===== src/include/bsc_pkg.sv =====
package bsc_pkg;

    // Chain geometry
    localparam int BSC_CHAIN_LEN     = 111;
    localparam int BSC_CELL_MCLK     = 16;
    localparam int BSC_CELL_MODE_MID = 17;
    localparam int BSC_CELL_MODE_VAL = 18;
    localparam int BSC_CELL_ADDR_MSB = 19;
    localparam int BSC_ADDR_BITS     = 5;
    localparam int BSC_CELL_LOOP0    = 24;
    localparam int BSC_LOOP_STRIDE   = 3;
    localparam int BSC_LOOP_MID_OFS  = 0;
    localparam int BSC_LOOP_IN_OFS   = 1;
    localparam int BSC_LOOP_OUT_OFS  = 2;
    localparam int BSC_CELL_LOOP_OE  = 48;
    localparam int BSC_CELL_MON_SEL  = 65;
    localparam int BSC_CELL_INT      = 82;
    localparam int BSC_CELL_ACK_VAL  = 83;
    localparam int BSC_CELL_ACK_OE   = 84;
    localparam int BSC_CELL_WR       = 85;
    localparam int BSC_CELL_RD       = 86;
    localparam int BSC_CELL_ALE      = 87;
    localparam int BSC_CELL_CS_VAL   = 88;
    localparam int BSC_CELL_CS_MID   = 89;
    localparam int BSC_CELL_BUS      = 90;
    localparam int BSC_CELL_CBL_MID  = 91;
    localparam int BSC_CELL_CBL_VAL  = 92;
    localparam int BSC_CELL_TX_DRV   = 109;
    localparam int BSC_CELL_CLK_EDGE = 110;

    // Channel slice bases, indexed by channel number
    localparam int       BSC_CH_BASE [0:7] = '{57, 49, 74, 66, 101, 93, 8, 0};
    localparam logic [7:0] BSC_CH_REV        = 8'h33;

    // Slot order inside a normal slice
    localparam int BSC_SN_LOS  = 0;
    localparam int BSC_SN_RX_NEGATIVE_DATA = 1;
    localparam int BSC_SN_RX_POSITIVE_DATA = 2;
    localparam int BSC_SN_RCLK = 3;
    localparam int BSC_SN_OE   = 4;
    localparam int BSC_SN_TX_NEGATIVE_DATA = 5;
    localparam int BSC_SN_TX_POSITIVE_DATA = 6;
    localparam int BSC_SN_TX_DATA_CLOCK = 7;
    // Slot order inside a reversed slice
    localparam int BSC_SR_TX_DATA_CLOCK = 0;
    localparam int BSC_SR_TX_POSITIVE_DATA = 1;
    localparam int BSC_SR_TX_NEGATIVE_DATA = 2;
    localparam int BSC_SR_RCLK = 3;
    localparam int BSC_SR_RX_POSITIVE_DATA = 4;
    localparam int BSC_SR_RX_NEGATIVE_DATA = 5;
    localparam int BSC_SR_OE   = 6;
    localparam int BSC_SR_LOS  = 7;

    // Register map
    localparam logic [7:0]  BSC_ADR_CTRL    = 8'h00;
    localparam logic [7:0]  BSC_ADR_STATUS  = 8'h04;
    localparam logic [7:0]  BSC_ADR_UPDCNT  = 8'h08;
    localparam logic [31:0] BSC_CTRL_RESET  = 32'h0000_0001;
    localparam int          BSC_CTRL_EN_BIT = 0;
    localparam int          BSC_ST_EXT_BIT  = 0;
    localparam int          BSC_ST_LOE_BIT  = 1;
    localparam int          BSC_ST_TRST_BIT = 2;
    localparam int          BSC_ST_LPO_LSB  = 8;

    typedef struct packed {
        logic signal_absent_flag;
        logic rx_negative_data;
        logic rx_positive_data;
        logic rx_recovered_clock;
    } bsc_rx_t;

    typedef struct packed {
        logic tx_negative_data;
        logic tx_positive_data;
        logic tx_data_clock;
    } bsc_tx_t;

    typedef struct packed {
        bsc_rx_t [7:0] rx;
        logic [7:0]    rx_outputs_enable_n;
        logic [7:0]    loop_pin_out_value;
        logic [7:0]    loop_pins_drive_enable;
        logic          host_ack_value;
        logic          host_ack_drive_enable;
        logic          int_n;
    } bsc_pin_out_t;

    typedef struct packed {
        bsc_tx_t [7:0] tx;
        logic          master_clock;
        logic          mode_middle_level;
        logic          mode_value;
        logic [4:0]    host_address;
        logic [7:0]    loop_pin_in_value;
        logic [7:0]    loop_pin_middle_level;
        logic          monitor_channel_select;
        logic          write_strobe_n;
        logic          read_strobe_n;
        logic          address_latch;
        logic          chip_select_n;
        logic          chip_select_middle_level;
        logic          bus_style_select;
        logic          cable_choice_middle_level;
        logic          cable_choice_value;
        logic          transmit_driver_enable;
        logic          clock_edge_select;
    } bsc_pin_in_t;

    typedef struct packed {
        logic trst_n;
        logic tck;
        logic tdi;
        logic dr_select;
        logic capture;
        logic shift;
        logic update;
        logic extest;
        logic sample;
    } bsc_tap_t;

endpackage : bsc_pkg


===== src/verilog/bsc_chan_cells.sv =====
`timescale 1ns/1ps
module bsc_chan_cells #(
    parameter bit REVERSED = 1'h0
) (
    input  bsc_pkg::bsc_rx_t rx_core_i,
    input  logic             rx_oe_core_i,
    input  bsc_pkg::bsc_tx_t tx_pin_i,
    input  logic [7:0]       upd_i,
    output logic [7:0]       cap_o,
    output bsc_pkg::bsc_rx_t rx_drv_o,
    output logic             rx_oe_drv_o
);
    import bsc_pkg::*;

    localparam int P_LOS  = REVERSED ? BSC_SR_LOS  : BSC_SN_LOS;
    localparam int P_RX_NEGATIVE_DATA = REVERSED ? BSC_SR_RX_NEGATIVE_DATA : BSC_SN_RX_NEGATIVE_DATA;
    localparam int P_RX_POSITIVE_DATA = REVERSED ? BSC_SR_RX_POSITIVE_DATA : BSC_SN_RX_POSITIVE_DATA;
    localparam int P_RCLK = REVERSED ? BSC_SR_RCLK : BSC_SN_RCLK;
    localparam int P_OE   = REVERSED ? BSC_SR_OE   : BSC_SN_OE;
    localparam int P_TX_NEGATIVE_DATA = REVERSED ? BSC_SR_TX_NEGATIVE_DATA : BSC_SN_TX_NEGATIVE_DATA;
    localparam int P_TX_POSITIVE_DATA = REVERSED ? BSC_SR_TX_POSITIVE_DATA : BSC_SN_TX_POSITIVE_DATA;
    localparam int P_TX_DATA_CLOCK = REVERSED ? BSC_SR_TX_DATA_CLOCK : BSC_SN_TX_DATA_CLOCK;

    always_comb begin
        cap_o                       = '0;
        cap_o[P_LOS]                = rx_core_i.signal_absent_flag;
        cap_o[P_RX_NEGATIVE_DATA]               = rx_core_i.rx_negative_data;
        cap_o[P_RX_POSITIVE_DATA]               = rx_core_i.rx_positive_data;
        cap_o[P_RCLK]               = rx_core_i.rx_recovered_clock;
        cap_o[P_OE]                 = rx_oe_core_i;
        cap_o[P_TX_NEGATIVE_DATA]               = tx_pin_i.tx_negative_data;
        cap_o[P_TX_POSITIVE_DATA]               = tx_pin_i.tx_positive_data;
        cap_o[P_TX_DATA_CLOCK]               = tx_pin_i.tx_data_clock;
        rx_drv_o.signal_absent_flag = upd_i[P_LOS];
        rx_drv_o.rx_negative_data   = upd_i[P_RX_NEGATIVE_DATA];
        rx_drv_o.rx_positive_data   = upd_i[P_RX_POSITIVE_DATA];
        rx_drv_o.rx_recovered_clock = upd_i[P_RCLK];
        rx_oe_drv_o                 = upd_i[P_OE];
    end

endmodule : bsc_chan_cells


===== src/verilog/bsc_pin_scan_chain.sv =====
// The register addresses and the Wishbone register port were decided locally.
`timescale 1ns/1ps
module bsc_pin_scan_chain #(
    parameter int UPD_CNT_W = 16
) (
    input  logic                  sys_clk_i,
    input  logic                  rst_n_i,
    input  logic                  wb_cyc_i,
    input  logic                  wb_stb_i,
    input  logic                  wb_we_i,
    input  logic [7:0]            wb_adr_i,
    input  logic [3:0]            wb_sel_i,
    input  logic [31:0]           wb_dat_i,
    output logic [31:0]           wb_dat_o,
    output logic                  wb_ack_o,
    input  bsc_pkg::bsc_tap_t     tap_i,
    output logic                  tdo_o,
    input  bsc_pkg::bsc_pin_out_t core_out_i,
    input  bsc_pkg::bsc_pin_in_t  pin_in_i,
    output bsc_pkg::bsc_pin_out_t pin_out_o
);
    import bsc_pkg::*;

    if (UPD_CNT_W < 1 || UPD_CNT_W > 32) begin : g_bad_width
        $error("UPD_CNT_W must lie in 1..32");
    end

    // Synchronisers for the test port and the pins
    bsc_tap_t    tap_s1_ff, tap_s2_ff;
    bsc_pin_in_t pin_s1_ff, pin_s2_ff;
    logic        tck_d_ff;
    bsc_tap_t    nxt_tap_s1, nxt_tap_s2;
    bsc_pin_in_t nxt_pin_s1, nxt_pin_s2;
    logic        nxt_tck_d;

    always_comb begin
        nxt_tap_s1 = tap_i;
        nxt_tap_s2 = tap_s1_ff;
        nxt_pin_s1 = pin_in_i;
        nxt_pin_s2 = pin_s1_ff;
        nxt_tck_d  = tap_s2_ff.tck;
    end

    always_ff @(posedge sys_clk_i) begin
        if (!rst_n_i) begin
            tap_s1_ff <= '0;
            tap_s2_ff <= '0;
            pin_s1_ff <= '0;
            pin_s2_ff <= '0;
            tck_d_ff  <= 1'h0;
        end else begin
            tap_s1_ff <= nxt_tap_s1;
            tap_s2_ff <= nxt_tap_s2;
            pin_s1_ff <= nxt_pin_s1;
            pin_s2_ff <= nxt_pin_s2;
            tck_d_ff  <= nxt_tck_d;
        end
    end

    // Control register and derived strobes
    logic [31:0]          ctrl_ff;
    logic [BSC_CHAIN_LEN-1:0] chain_ff, latch_ff;
    logic                 tdo_ff;
    logic [UPD_CNT_W-1:0] upd_cnt_ff;
    logic                 scan_en, tck_rise, tck_fall, dr_sel, cap_fire, shift_fire, upd_fire, extest;

    assign scan_en    = ctrl_ff[BSC_CTRL_EN_BIT] & tap_s2_ff.trst_n;
    assign tck_rise   = tap_s2_ff.tck & ~tck_d_ff;
    assign tck_fall   = ~tap_s2_ff.tck & tck_d_ff;
    assign dr_sel     = scan_en & tap_s2_ff.dr_select;
    assign cap_fire   = tck_rise & dr_sel & tap_s2_ff.capture & (tap_s2_ff.extest | tap_s2_ff.sample);
    assign shift_fire = tck_rise & dr_sel & tap_s2_ff.shift & ~tap_s2_ff.capture;
    assign upd_fire   = tck_fall & dr_sel & tap_s2_ff.update;
    assign extest     = scan_en & tap_s2_ff.extest;

    // Capture vector, one bit per cell
    wire [BSC_CHAIN_LEN-1:0] cap_vec;
    bsc_rx_t [7:0]           rx_drv;
    logic [7:0]              rx_oe_drv;
    logic [7:0]              lpo_upd;

    genvar g;
    generate
        for (g = 0; g < 8; g++) begin : g_ch
            bsc_chan_cells #(
                .REVERSED (BSC_CH_REV[g])
            ) u_cells (
                .rx_core_i    (core_out_i.rx[g]),
                .rx_oe_core_i (core_out_i.rx_outputs_enable_n[g]),
                .tx_pin_i     (pin_s2_ff.tx[g]),
                .upd_i        (latch_ff[BSC_CH_BASE[g] +: 8]),
                .cap_o        (cap_vec[BSC_CH_BASE[g] +: 8]),
                .rx_drv_o     (rx_drv[g]),
                .rx_oe_drv_o  (rx_oe_drv[g])
            );
            localparam int LB = BSC_CELL_LOOP0 + g * BSC_LOOP_STRIDE;
            assign cap_vec[LB + BSC_LOOP_MID_OFS] = pin_s2_ff.loop_pin_middle_level[g];
            assign cap_vec[LB + BSC_LOOP_IN_OFS]  = pin_s2_ff.loop_pin_in_value[g];
            assign cap_vec[LB + BSC_LOOP_OUT_OFS] = core_out_i.loop_pin_out_value[g];
            assign lpo_upd[g]                     = latch_ff[LB + BSC_LOOP_OUT_OFS];
        end
        for (g = 0; g < BSC_ADDR_BITS; g++) begin : g_adr
            assign cap_vec[BSC_CELL_ADDR_MSB + g] = pin_s2_ff.host_address[BSC_ADDR_BITS-1-g];
        end
    endgenerate

    assign cap_vec[BSC_CELL_MCLK]     = pin_s2_ff.master_clock;
    assign cap_vec[BSC_CELL_MODE_MID] = pin_s2_ff.mode_middle_level;
    assign cap_vec[BSC_CELL_MODE_VAL] = pin_s2_ff.mode_value;
    assign cap_vec[BSC_CELL_LOOP_OE]  = |core_out_i.loop_pins_drive_enable;
    assign cap_vec[BSC_CELL_MON_SEL]  = pin_s2_ff.monitor_channel_select;
    assign cap_vec[BSC_CELL_INT]      = core_out_i.int_n;
    assign cap_vec[BSC_CELL_ACK_VAL]  = core_out_i.host_ack_value;
    assign cap_vec[BSC_CELL_ACK_OE]   = core_out_i.host_ack_drive_enable;
    assign cap_vec[BSC_CELL_WR]       = pin_s2_ff.write_strobe_n;
    assign cap_vec[BSC_CELL_RD]       = pin_s2_ff.read_strobe_n;
    assign cap_vec[BSC_CELL_ALE]      = pin_s2_ff.address_latch;
    assign cap_vec[BSC_CELL_CS_VAL]   = pin_s2_ff.chip_select_n;
    assign cap_vec[BSC_CELL_CS_MID]   = pin_s2_ff.chip_select_middle_level;
    assign cap_vec[BSC_CELL_BUS]      = pin_s2_ff.bus_style_select;
    assign cap_vec[BSC_CELL_CBL_MID]  = pin_s2_ff.cable_choice_middle_level;
    assign cap_vec[BSC_CELL_CBL_VAL]  = pin_s2_ff.cable_choice_value;
    assign cap_vec[BSC_CELL_TX_DRV]   = pin_s2_ff.transmit_driver_enable;
    assign cap_vec[BSC_CELL_CLK_EDGE] = pin_s2_ff.clock_edge_select;

    // Shift path, update latch and serial output
    logic [BSC_CHAIN_LEN-1:0] nxt_chain, nxt_latch;
    logic                     nxt_tdo;
    logic [UPD_CNT_W-1:0]     nxt_upd_cnt;

    always_comb begin
        nxt_chain   = chain_ff;
        nxt_latch   = latch_ff;
        nxt_tdo     = tdo_ff;
        nxt_upd_cnt = upd_cnt_ff;
        if (!tap_s2_ff.trst_n) begin
            nxt_chain = '0;
            nxt_latch = '0;
            nxt_tdo   = 1'h0;
        end else begin
            if (cap_fire) begin
                nxt_chain = cap_vec;
            end else if (shift_fire) begin
                nxt_chain = {tap_s2_ff.tdi, chain_ff[BSC_CHAIN_LEN-1:1]};
            end
            if (tck_fall) begin
                nxt_tdo = chain_ff[0];
            end
            if (upd_fire) begin
                nxt_latch   = chain_ff;
                nxt_upd_cnt = upd_cnt_ff + UPD_CNT_W'(1'h1);
            end
        end
    end

    always_ff @(posedge sys_clk_i) begin
        if (!rst_n_i) begin
            chain_ff   <= '0;
            latch_ff   <= '0;
            tdo_ff     <= 1'h0;
            upd_cnt_ff <= '0;
        end else begin
            chain_ff   <= nxt_chain;
            latch_ff   <= nxt_latch;
            tdo_ff     <= nxt_tdo;
            upd_cnt_ff <= nxt_upd_cnt;
        end
    end
    assign tdo_o = tdo_ff;

    // Pin drive selection
    bsc_pin_out_t pin_out_ff, nxt_pin_out;

    always_comb begin
        nxt_pin_out = core_out_i;
        if (extest) begin
            nxt_pin_out.rx                     = rx_drv;
            nxt_pin_out.rx_outputs_enable_n    = rx_oe_drv;
            nxt_pin_out.loop_pin_out_value     = lpo_upd;
            nxt_pin_out.loop_pins_drive_enable = {8{latch_ff[BSC_CELL_LOOP_OE]}};
            nxt_pin_out.host_ack_value         = latch_ff[BSC_CELL_ACK_VAL];
            nxt_pin_out.host_ack_drive_enable  = latch_ff[BSC_CELL_ACK_OE];
            nxt_pin_out.int_n                  = latch_ff[BSC_CELL_INT];
        end
    end

    always_ff @(posedge sys_clk_i) begin
        if (!rst_n_i) begin
            pin_out_ff <= '0;
        end else begin
            pin_out_ff <= nxt_pin_out;
        end
    end
    assign pin_out_o = pin_out_ff;

    // Wishbone slave
    logic        ack_ff;
    logic [31:0] dat_ff;
    logic        nxt_ack;
    logic [31:0] nxt_dat, nxt_ctrl;

    always_comb begin
        nxt_ack  = wb_cyc_i & wb_stb_i & ~ack_ff;
        nxt_dat  = '0;
        nxt_ctrl = ctrl_ff;
        if (nxt_ack) begin
            unique case (wb_adr_i)
                BSC_ADR_CTRL: begin
                    nxt_dat = ctrl_ff;
                    if (wb_we_i && wb_sel_i[0]) begin
                        nxt_ctrl[BSC_CTRL_EN_BIT] = wb_dat_i[BSC_CTRL_EN_BIT];
                    end
                end
                BSC_ADR_STATUS: begin
                    nxt_dat[BSC_ST_EXT_BIT]             = extest;
                    nxt_dat[BSC_ST_LOE_BIT]             = latch_ff[BSC_CELL_LOOP_OE];
                    nxt_dat[BSC_ST_TRST_BIT]            = tap_s2_ff.trst_n;
                    nxt_dat[BSC_ST_LPO_LSB +: 8]        = lpo_upd;
                end
                BSC_ADR_UPDCNT: begin
                    nxt_dat[UPD_CNT_W-1:0] = upd_cnt_ff;
                end
                default: begin
                    nxt_dat = '0;
                end
            endcase
        end
    end

    always_ff @(posedge sys_clk_i) begin
        if (!rst_n_i) begin
            ack_ff  <= 1'h0;
            dat_ff  <= '0;
            ctrl_ff <= BSC_CTRL_RESET;
        end else begin
            ack_ff  <= nxt_ack;
            dat_ff  <= nxt_dat;
            ctrl_ff <= nxt_ctrl;
        end
    end
    assign wb_ack_o = ack_ff;
    assign wb_dat_o = dat_ff;
endmodule : bsc_pin_scan_chain

===== config.mk =====
export PLATFORM = sky130hd
export DESIGN_NAME = bsc_pin_scan_chain
export DESIGN_NICKNAME = d
export VERILOG_FILES = /design/src/include/bsc_pkg.sv /design/src/verilog/bsc_chan_cells.sv /design/src/verilog/bsc_pin_scan_chain.sv
export SDC_FILE = /design/constraint.sdc
export NUM_CORES = 1
export LEC_CHECK = 0
export BUFFER_PORTS_ARGS = -buffer_cell sky130_fd_sc_hd__buf_2
export CORE_MARGIN = 4
export CORE_UTILIZATION = 50
export CTS_CLUSTER_DIAMETER = 30
export DETAILED_ROUTE_END_ITERATION = 16
export PLACE_DENSITY_LB_ADDON = 0.15
export SLEW_MARGIN = 20
export SYNTH_ARGS = -nofsm -noshare
export SYNTH_HDL_FRONTEND = slang
export SYNTH_SLANG_ARGS = --single-unit
export TNS_END_PERCENT = 50

===== constraint.sdc =====
create_clock -name sys_clk_i -period 3.45 [get_ports sys_clk_i]
set_clock_uncertainty 0.15 [all_clocks]
set_input_delay 0.1725 -clock sys_clk_i [delete_from_list [all_inputs] [get_ports sys_clk_i]]
set_output_delay 0.1725 -clock sys_clk_i [all_outputs]
set_load 0.01 [all_outputs]

### Word-level counts from Yosys, hierarchy flattened

Index checks and enable logic that the tools add are counted.
Widths: inputs -> output; s select.

* $add $sub $neg: 1
* multiplexer cells: 5
* reductions and logical operators: 9
* equality and inequality tests: 2
* bitwise logic cells: 19

Operators with widths (number)
* $mux 111: 2
* $mux 59: 1
* $add 16x1->16 const B: 1
* $pmux 8 s2: 1
* $and 1x1->1: 14
* $pmux 3 s3: 1
* $eq 8x3->1 const B: 1
* $eq 8x4->1 const B: 1
* $logic_not 8->1: 1
* $reduce_or 8->1: 1
* $reduce_and 2->1: 3
* $reduce_and 3->1: 2
* $not 1->1: 4
* $reduce_bool 2->1: 1
* $logic_and 1x1->1: 1
* $or 1x1->1: 1

* word-level logic and storage cells: 183
* bits of input ports: 176
* output and inout bits: 93
* register bits: 451

### Depth between registers and ports, before layout

* word-level depth: 7
* depth in mapped cells: 6
* depth with buffers taken out: 5

### By module

A second synthesis with hierarchy kept.

* cell total of the unflattened synthesis: 1652
* area, all modules: 14950.6 µm²

By module, submodules not included
* bsc_pin_scan_chain: area an instance 14169.8 µm², instances 1, cells an instance 1548, seq. area each 8368.0 µm²
* bsc_chan_cells: area an instance 97.6 µm², instances 8, cells an instance 13, seq. area each 0.0 µm²

### Worst setup path after synthesis

OpenSTA, ideal clock, no wires.

* kind: reg-to-reg
* start: register tap_s2_ff[8] (netlist name)
* end: register upd_cnt_ff[13]
* buffers on the path: 0
* period minus slack after synthesis: 1.763 ns
* arrival: 1.543 ns
* library setup time: 0.071 ns
* cell stages (with the launch flop): 5
* path slack: 1.687 ns
* cells stage by stage: dfxtp_1 -> nand3_4 -> or4_4 -> or3_1 -> a21oi_1

* longest elaborated chain between the ends: 5

RTL lines
* from (decl): line bsc_pin_scan_chain.sv:29 `bsc_tap_t tap_s1_ff, tap_s2_ff;`
* from (signal assigned): line bsc_pin_scan_chain.sv:53 `tap_s2_ff <= nxt_tap_s2;`
* $and 1x1->1: line bsc_pin_scan_chain.sv:67 `assign scan_en = ctrl_ff[BSC_CTRL_EN_BIT] & tap_s2_ff.trst_n;`
* $and 1x1->1: line bsc_pin_scan_chain.sv:70 `assign dr_sel = scan_en & tap_s2_ff.dr_select;`
* $and 1x1->1 (2 in a row): line bsc_pin_scan_chain.sv:73 `assign upd_fire = tck_fall & dr_sel & tap_s2_ff.update;`
* $reduce_and 2->1 (no source line) (*)
* to (signal assigned): line bsc_pin_scan_chain.sv:166 `upd_cnt_ff <= nxt_upd_cnt;`
* to (decl): line bsc_pin_scan_chain.sv:64 `logic [UPD_CNT_W-1:0] upd_cnt_ff;`

Every way passes the cells marked *; elsewhere a longest branch is shown, timed or not.
A chain may end at the register's enable or synchronous reset.

### Worst setup path in the final report

* start: register ctrl_ff[0]
* end: register dat_ff[0] (netlist: wb_dat_o[0])

* longest elaborated chain between the ends: 3

RTL lines
* from (decl): line bsc_pin_scan_chain.sv:61 `logic [31:0] ctrl_ff;`
* from (signal assigned): line bsc_pin_scan_chain.sv:238 `ctrl_ff <= nxt_ctrl;`
* $and 1x1->1: line bsc_pin_scan_chain.sv:67
* $and 1x1->1: line bsc_pin_scan_chain.sv:74 `assign extest = scan_en & tap_s2_ff.extest;`
* $pmux 3 s3 (*): line bsc_pin_scan_chain.sv:207 `unique case (wb_adr_i)`
* to (signal assigned): line bsc_pin_scan_chain.sv:237 `dat_ff <= nxt_dat;`
* to (decl): line bsc_pin_scan_chain.sv:198 `logic [31:0] dat_ff;`

Marked as above.

==> flow_summary.yaml <==
die:
  row_count: 59
  die_h_um: 172
  num_io_pins: 269
  core_area_um2: 26200
  die_x_um: 172
  dieArea_um2: 29500
  start_util_pct: 51.2
grt:
  grt_util_met1_pct: 30.1
  grtUsageMet2_pct: 38.2
  grt_pass1_wl_mm: 55.9
  busiest_layer: "met2"
  track_usage_pct: 23.2
  grt_max_degree: 112
  grt_use_met3_pct: 4.30
  grt_overflow: 0
  antenna_found_initial: 1
  grt_pass1_vias: 11100
timing:
  fin_setup_tns_ns: 0
  hold_viol: 1
  setup_viol: 0
  fin_crit_sh_pct: 81.2
  slew_viol_final: 0
  rsz0062_at_grt: "no"
  worst_pin_slew_ns: 1.12
  hold_ws_ns: -0.00174
  max_freq_mhz: 357
  timing.final.crit_period_ns: 2.80
  relSlewSlack_pct: 25.3
worst_setup_path:
  cp.arrival_ns: 3.13
  crit_required_ns: 3.78
  critPathMaxStageDelay_ns: 0.59
  crit_type: "flip-flop to flip-flop"
  cp_slowest_cell: "dlygate4sd3_1"
  startpoint_type: "flip-flop"
  crit_top_cell: "dlygate4sd3_1"
  crit_path_end_kind: "flip-flop"
  crit_chain: "mux2i_1 > nor2_1 > dlygate4sd3_1 > a21oi_1 > dlygate4sd3_1 > nor2_1 > dlygate4sd3_1"
  path_max_fanout: 6
cts:
  cts_sinks: 394
  htree_levels: 3
  clock_path_buffers: 3
  cts_tree: "built"
  clk_pin_slew_ns: 0.05
  root_buffer: "clkbuf_16"
  insertion_delay_ns: 0.55
  cts-buffers-inserted: 70
  cts_setup_buffers: 0
power:
  leakage_nw: 7.39
  p_seq_share_pct: 38.1
  pwr-share-comb_pct: 4.2
  ir_worst_vdd_uv: 397
  intPower_mw: 9.78
  switching_share_pct: 20.7
  switchingPower_mw: 2.56
  pwr-share-clk_pct: 57.6
  p_per_area_nw_per_um2: 666
synthesis:
  muxShareOfSynthArea_pct: 0.448
  synth-compound-area-share_pct: 16.7
  syn_avg_cell_area_um2: 9.29
  ys_types: 40
  syn_inst: 1444
  synth_fa_ha_area_share_pct: 0.0933
  synth_top_family_by_area: "simple AND/OR/NAND/NOR gates"
  synth_xor_area_share_pct: 0.522
  yosysWarnings: 0
  synth-seq-area-share_pct: 58.8
  synth-async-reset-ratio_pct: 0
  synth_edf_count: 0
  synthFlopType: "dfxtp_1"
  synth_simple_gate_area_share_pct: 18.9
  syn-cell-area_um2: 13400
  ys_ff_latch: 394
route:
  via_count: 11400
  vias_per_cell: 5.25
  wl_per_cell_um: 16.2
  ant_nets: 0
  drt_iter0_markers: 736
  drc_errors: 0
  firstDrtPassIters: 5
  wirelength_mm: 35.1
layout:
  regArea_um2: 7890
  final_util_pct: 70.6
  nets: 1952
  fill_cells: 1948
  final_common_cell: "dfxtp_1"
  drive_above_1_share_pct: 19.8
  multi_input_area_um2: 5020
  area_delta_synth_final_pct: 38.0
  final_cell_mix: "dfxtp_1, nand2_1, buf_2, and2_1, dlygate4sd3_1"
outcome:
  violations: "hold timing"
  status: "complete, but fails checks"
min_path:
  hp-class: "input pin to flip-flop"
place:
  gp_congestion: 0.799
  dp_hpwl_mm: 18.6
  numPortBuffers: 218
flow_run:
  cap_violations: 0
critical path, delay by kind of cell (launching register included):
family	cells	cell delay, ns
compound gates	1	0.05
mux	1	0.12
simple gates	2	0.22
buf+inv	3	1.72
flops	1	0.48
synthesized netlist by cell type, drive strengths merged, types with 8 or more instances:
library cell	count	share of area, %
nor2	128	3.6
xnor2	8	0.52
a22o	8	0.52
a211oi	111	6.2
buf	43	1.9
and2	141	6.6
o22ai	111	5.2
nand2	228	6.4
nand3	9	0.43
dfxtp	394	59
clkbuf	88	2.5
a21oi	117	4.4
state kept, by name, summed over array words and instances, names as in the netlist:
name        count
chain_ff      111
nxt_tck_d       1
tap_s2_ff       8
ctrl_ff         1
cap_vec        35
pin_s2_ff      24
nxt_pin_s2     59
wb_dat_o       16
latch_ff       52
tck_d_ff        1
upd_cnt_ff     16
wb_ack_o        1
tdo_o           1
pin_out_o      59
nxt_tap_s2      9
cell families after synthesis:
kind of cell             after synthesis
adder cells (fa/ha/maj)                1
buffers and inverters                137
multiplexers                           6
flip-flops                           394
XOR/XNOR                               8
other                                  1
AO/OA/AOI/OAI                        354
AND/OR/NAND/NOR                      543
power by group through the flow:
stage / Combinational [mW] / Sequential (mW) / Clock [mW]
2_1_floorplan: 0.204 / 4.81 / 0
3_3_place_gp: 0.389 / 4.79 / 0
3_5_place_dp: 0.392 / 4.79 / 0
4_1_cts: 0.516 / 4.70 / 7.21
5_1_grt: 0.572 / 4.71 / 7.44
6_report: 0.520 / 4.71 / 7.11
final cells by class:
| type | instances | area share, % |
|---|---|---|
| Inverter | 6 | 0.122 |
| Timing Repair Buffer | 375 | 14.5 |
| Clock inverter | 36 | 2.83 |
| Antenna cell | 3 | 0.0406 |
| Sequential cell | 394 | 42.6 |
| Clock buffer | 91 | 10.6 |
| Multi-Input combinational cell | 928 | 27.1 |
| Tap cell | 335 | 2.26 |
routing by layer:
metal	routed length, µm	vias up	share of wire [%]
li1	-	5602	-
met1	15100	5277	43
met2	16700	415	48
met3	2130	86	6.1
met4	1100	0	3.1
met5	0	-	0
repair_timing:
| action | 4_1_cts | 5_1_grt |
|---|---|---|
| resized for setup | 0 | 0 |
| hold buffers | 141 | 0 |
| setup endpoints to repair | 0 | 0 |
| hold endpoints to repair | 183 | 0 |
path summary, 6_finish.rpt:
path / start / endpoint / slack, ns / cells after the start
setup reg to reg: ctrl_ff[0] / wb_dat_o[0] / 0.65 / 7
hold / removal: rst_n_i / upd_cnt_ff[12] / -0.002 / 3
hold reg to reg: nxt_pin_s2[26] / cap_vec[46] / 0.27 / 1
setup / recovery: ctrl_ff[0] / wb_dat_o[0] / 0.65 / 7
stage by stage:
step / hold WS, ns / setup WS, ns / area [µm²] / cells / total power [mW]
2_1_floorplan: 0.148 / 1.69 / 13500 / 1459 / 5.01
3_3_place_gp: 0.229 / 1.10 / 14600 / 1897 / 5.18
4_1_cts: 0.00108 / 0.772 / 18500 / 2165 / 12.4
3_5_place_dp: 0.231 / 1.09 / 14600 / 1897 / 5.18
6_report: -0.00174 / 0.649 / 18500 / 2168 / 12.3
5_1_grt: 0.0456 / 0.543 / 18500 / 2166 / 12.7
Power figures use the tool's default switching activity.
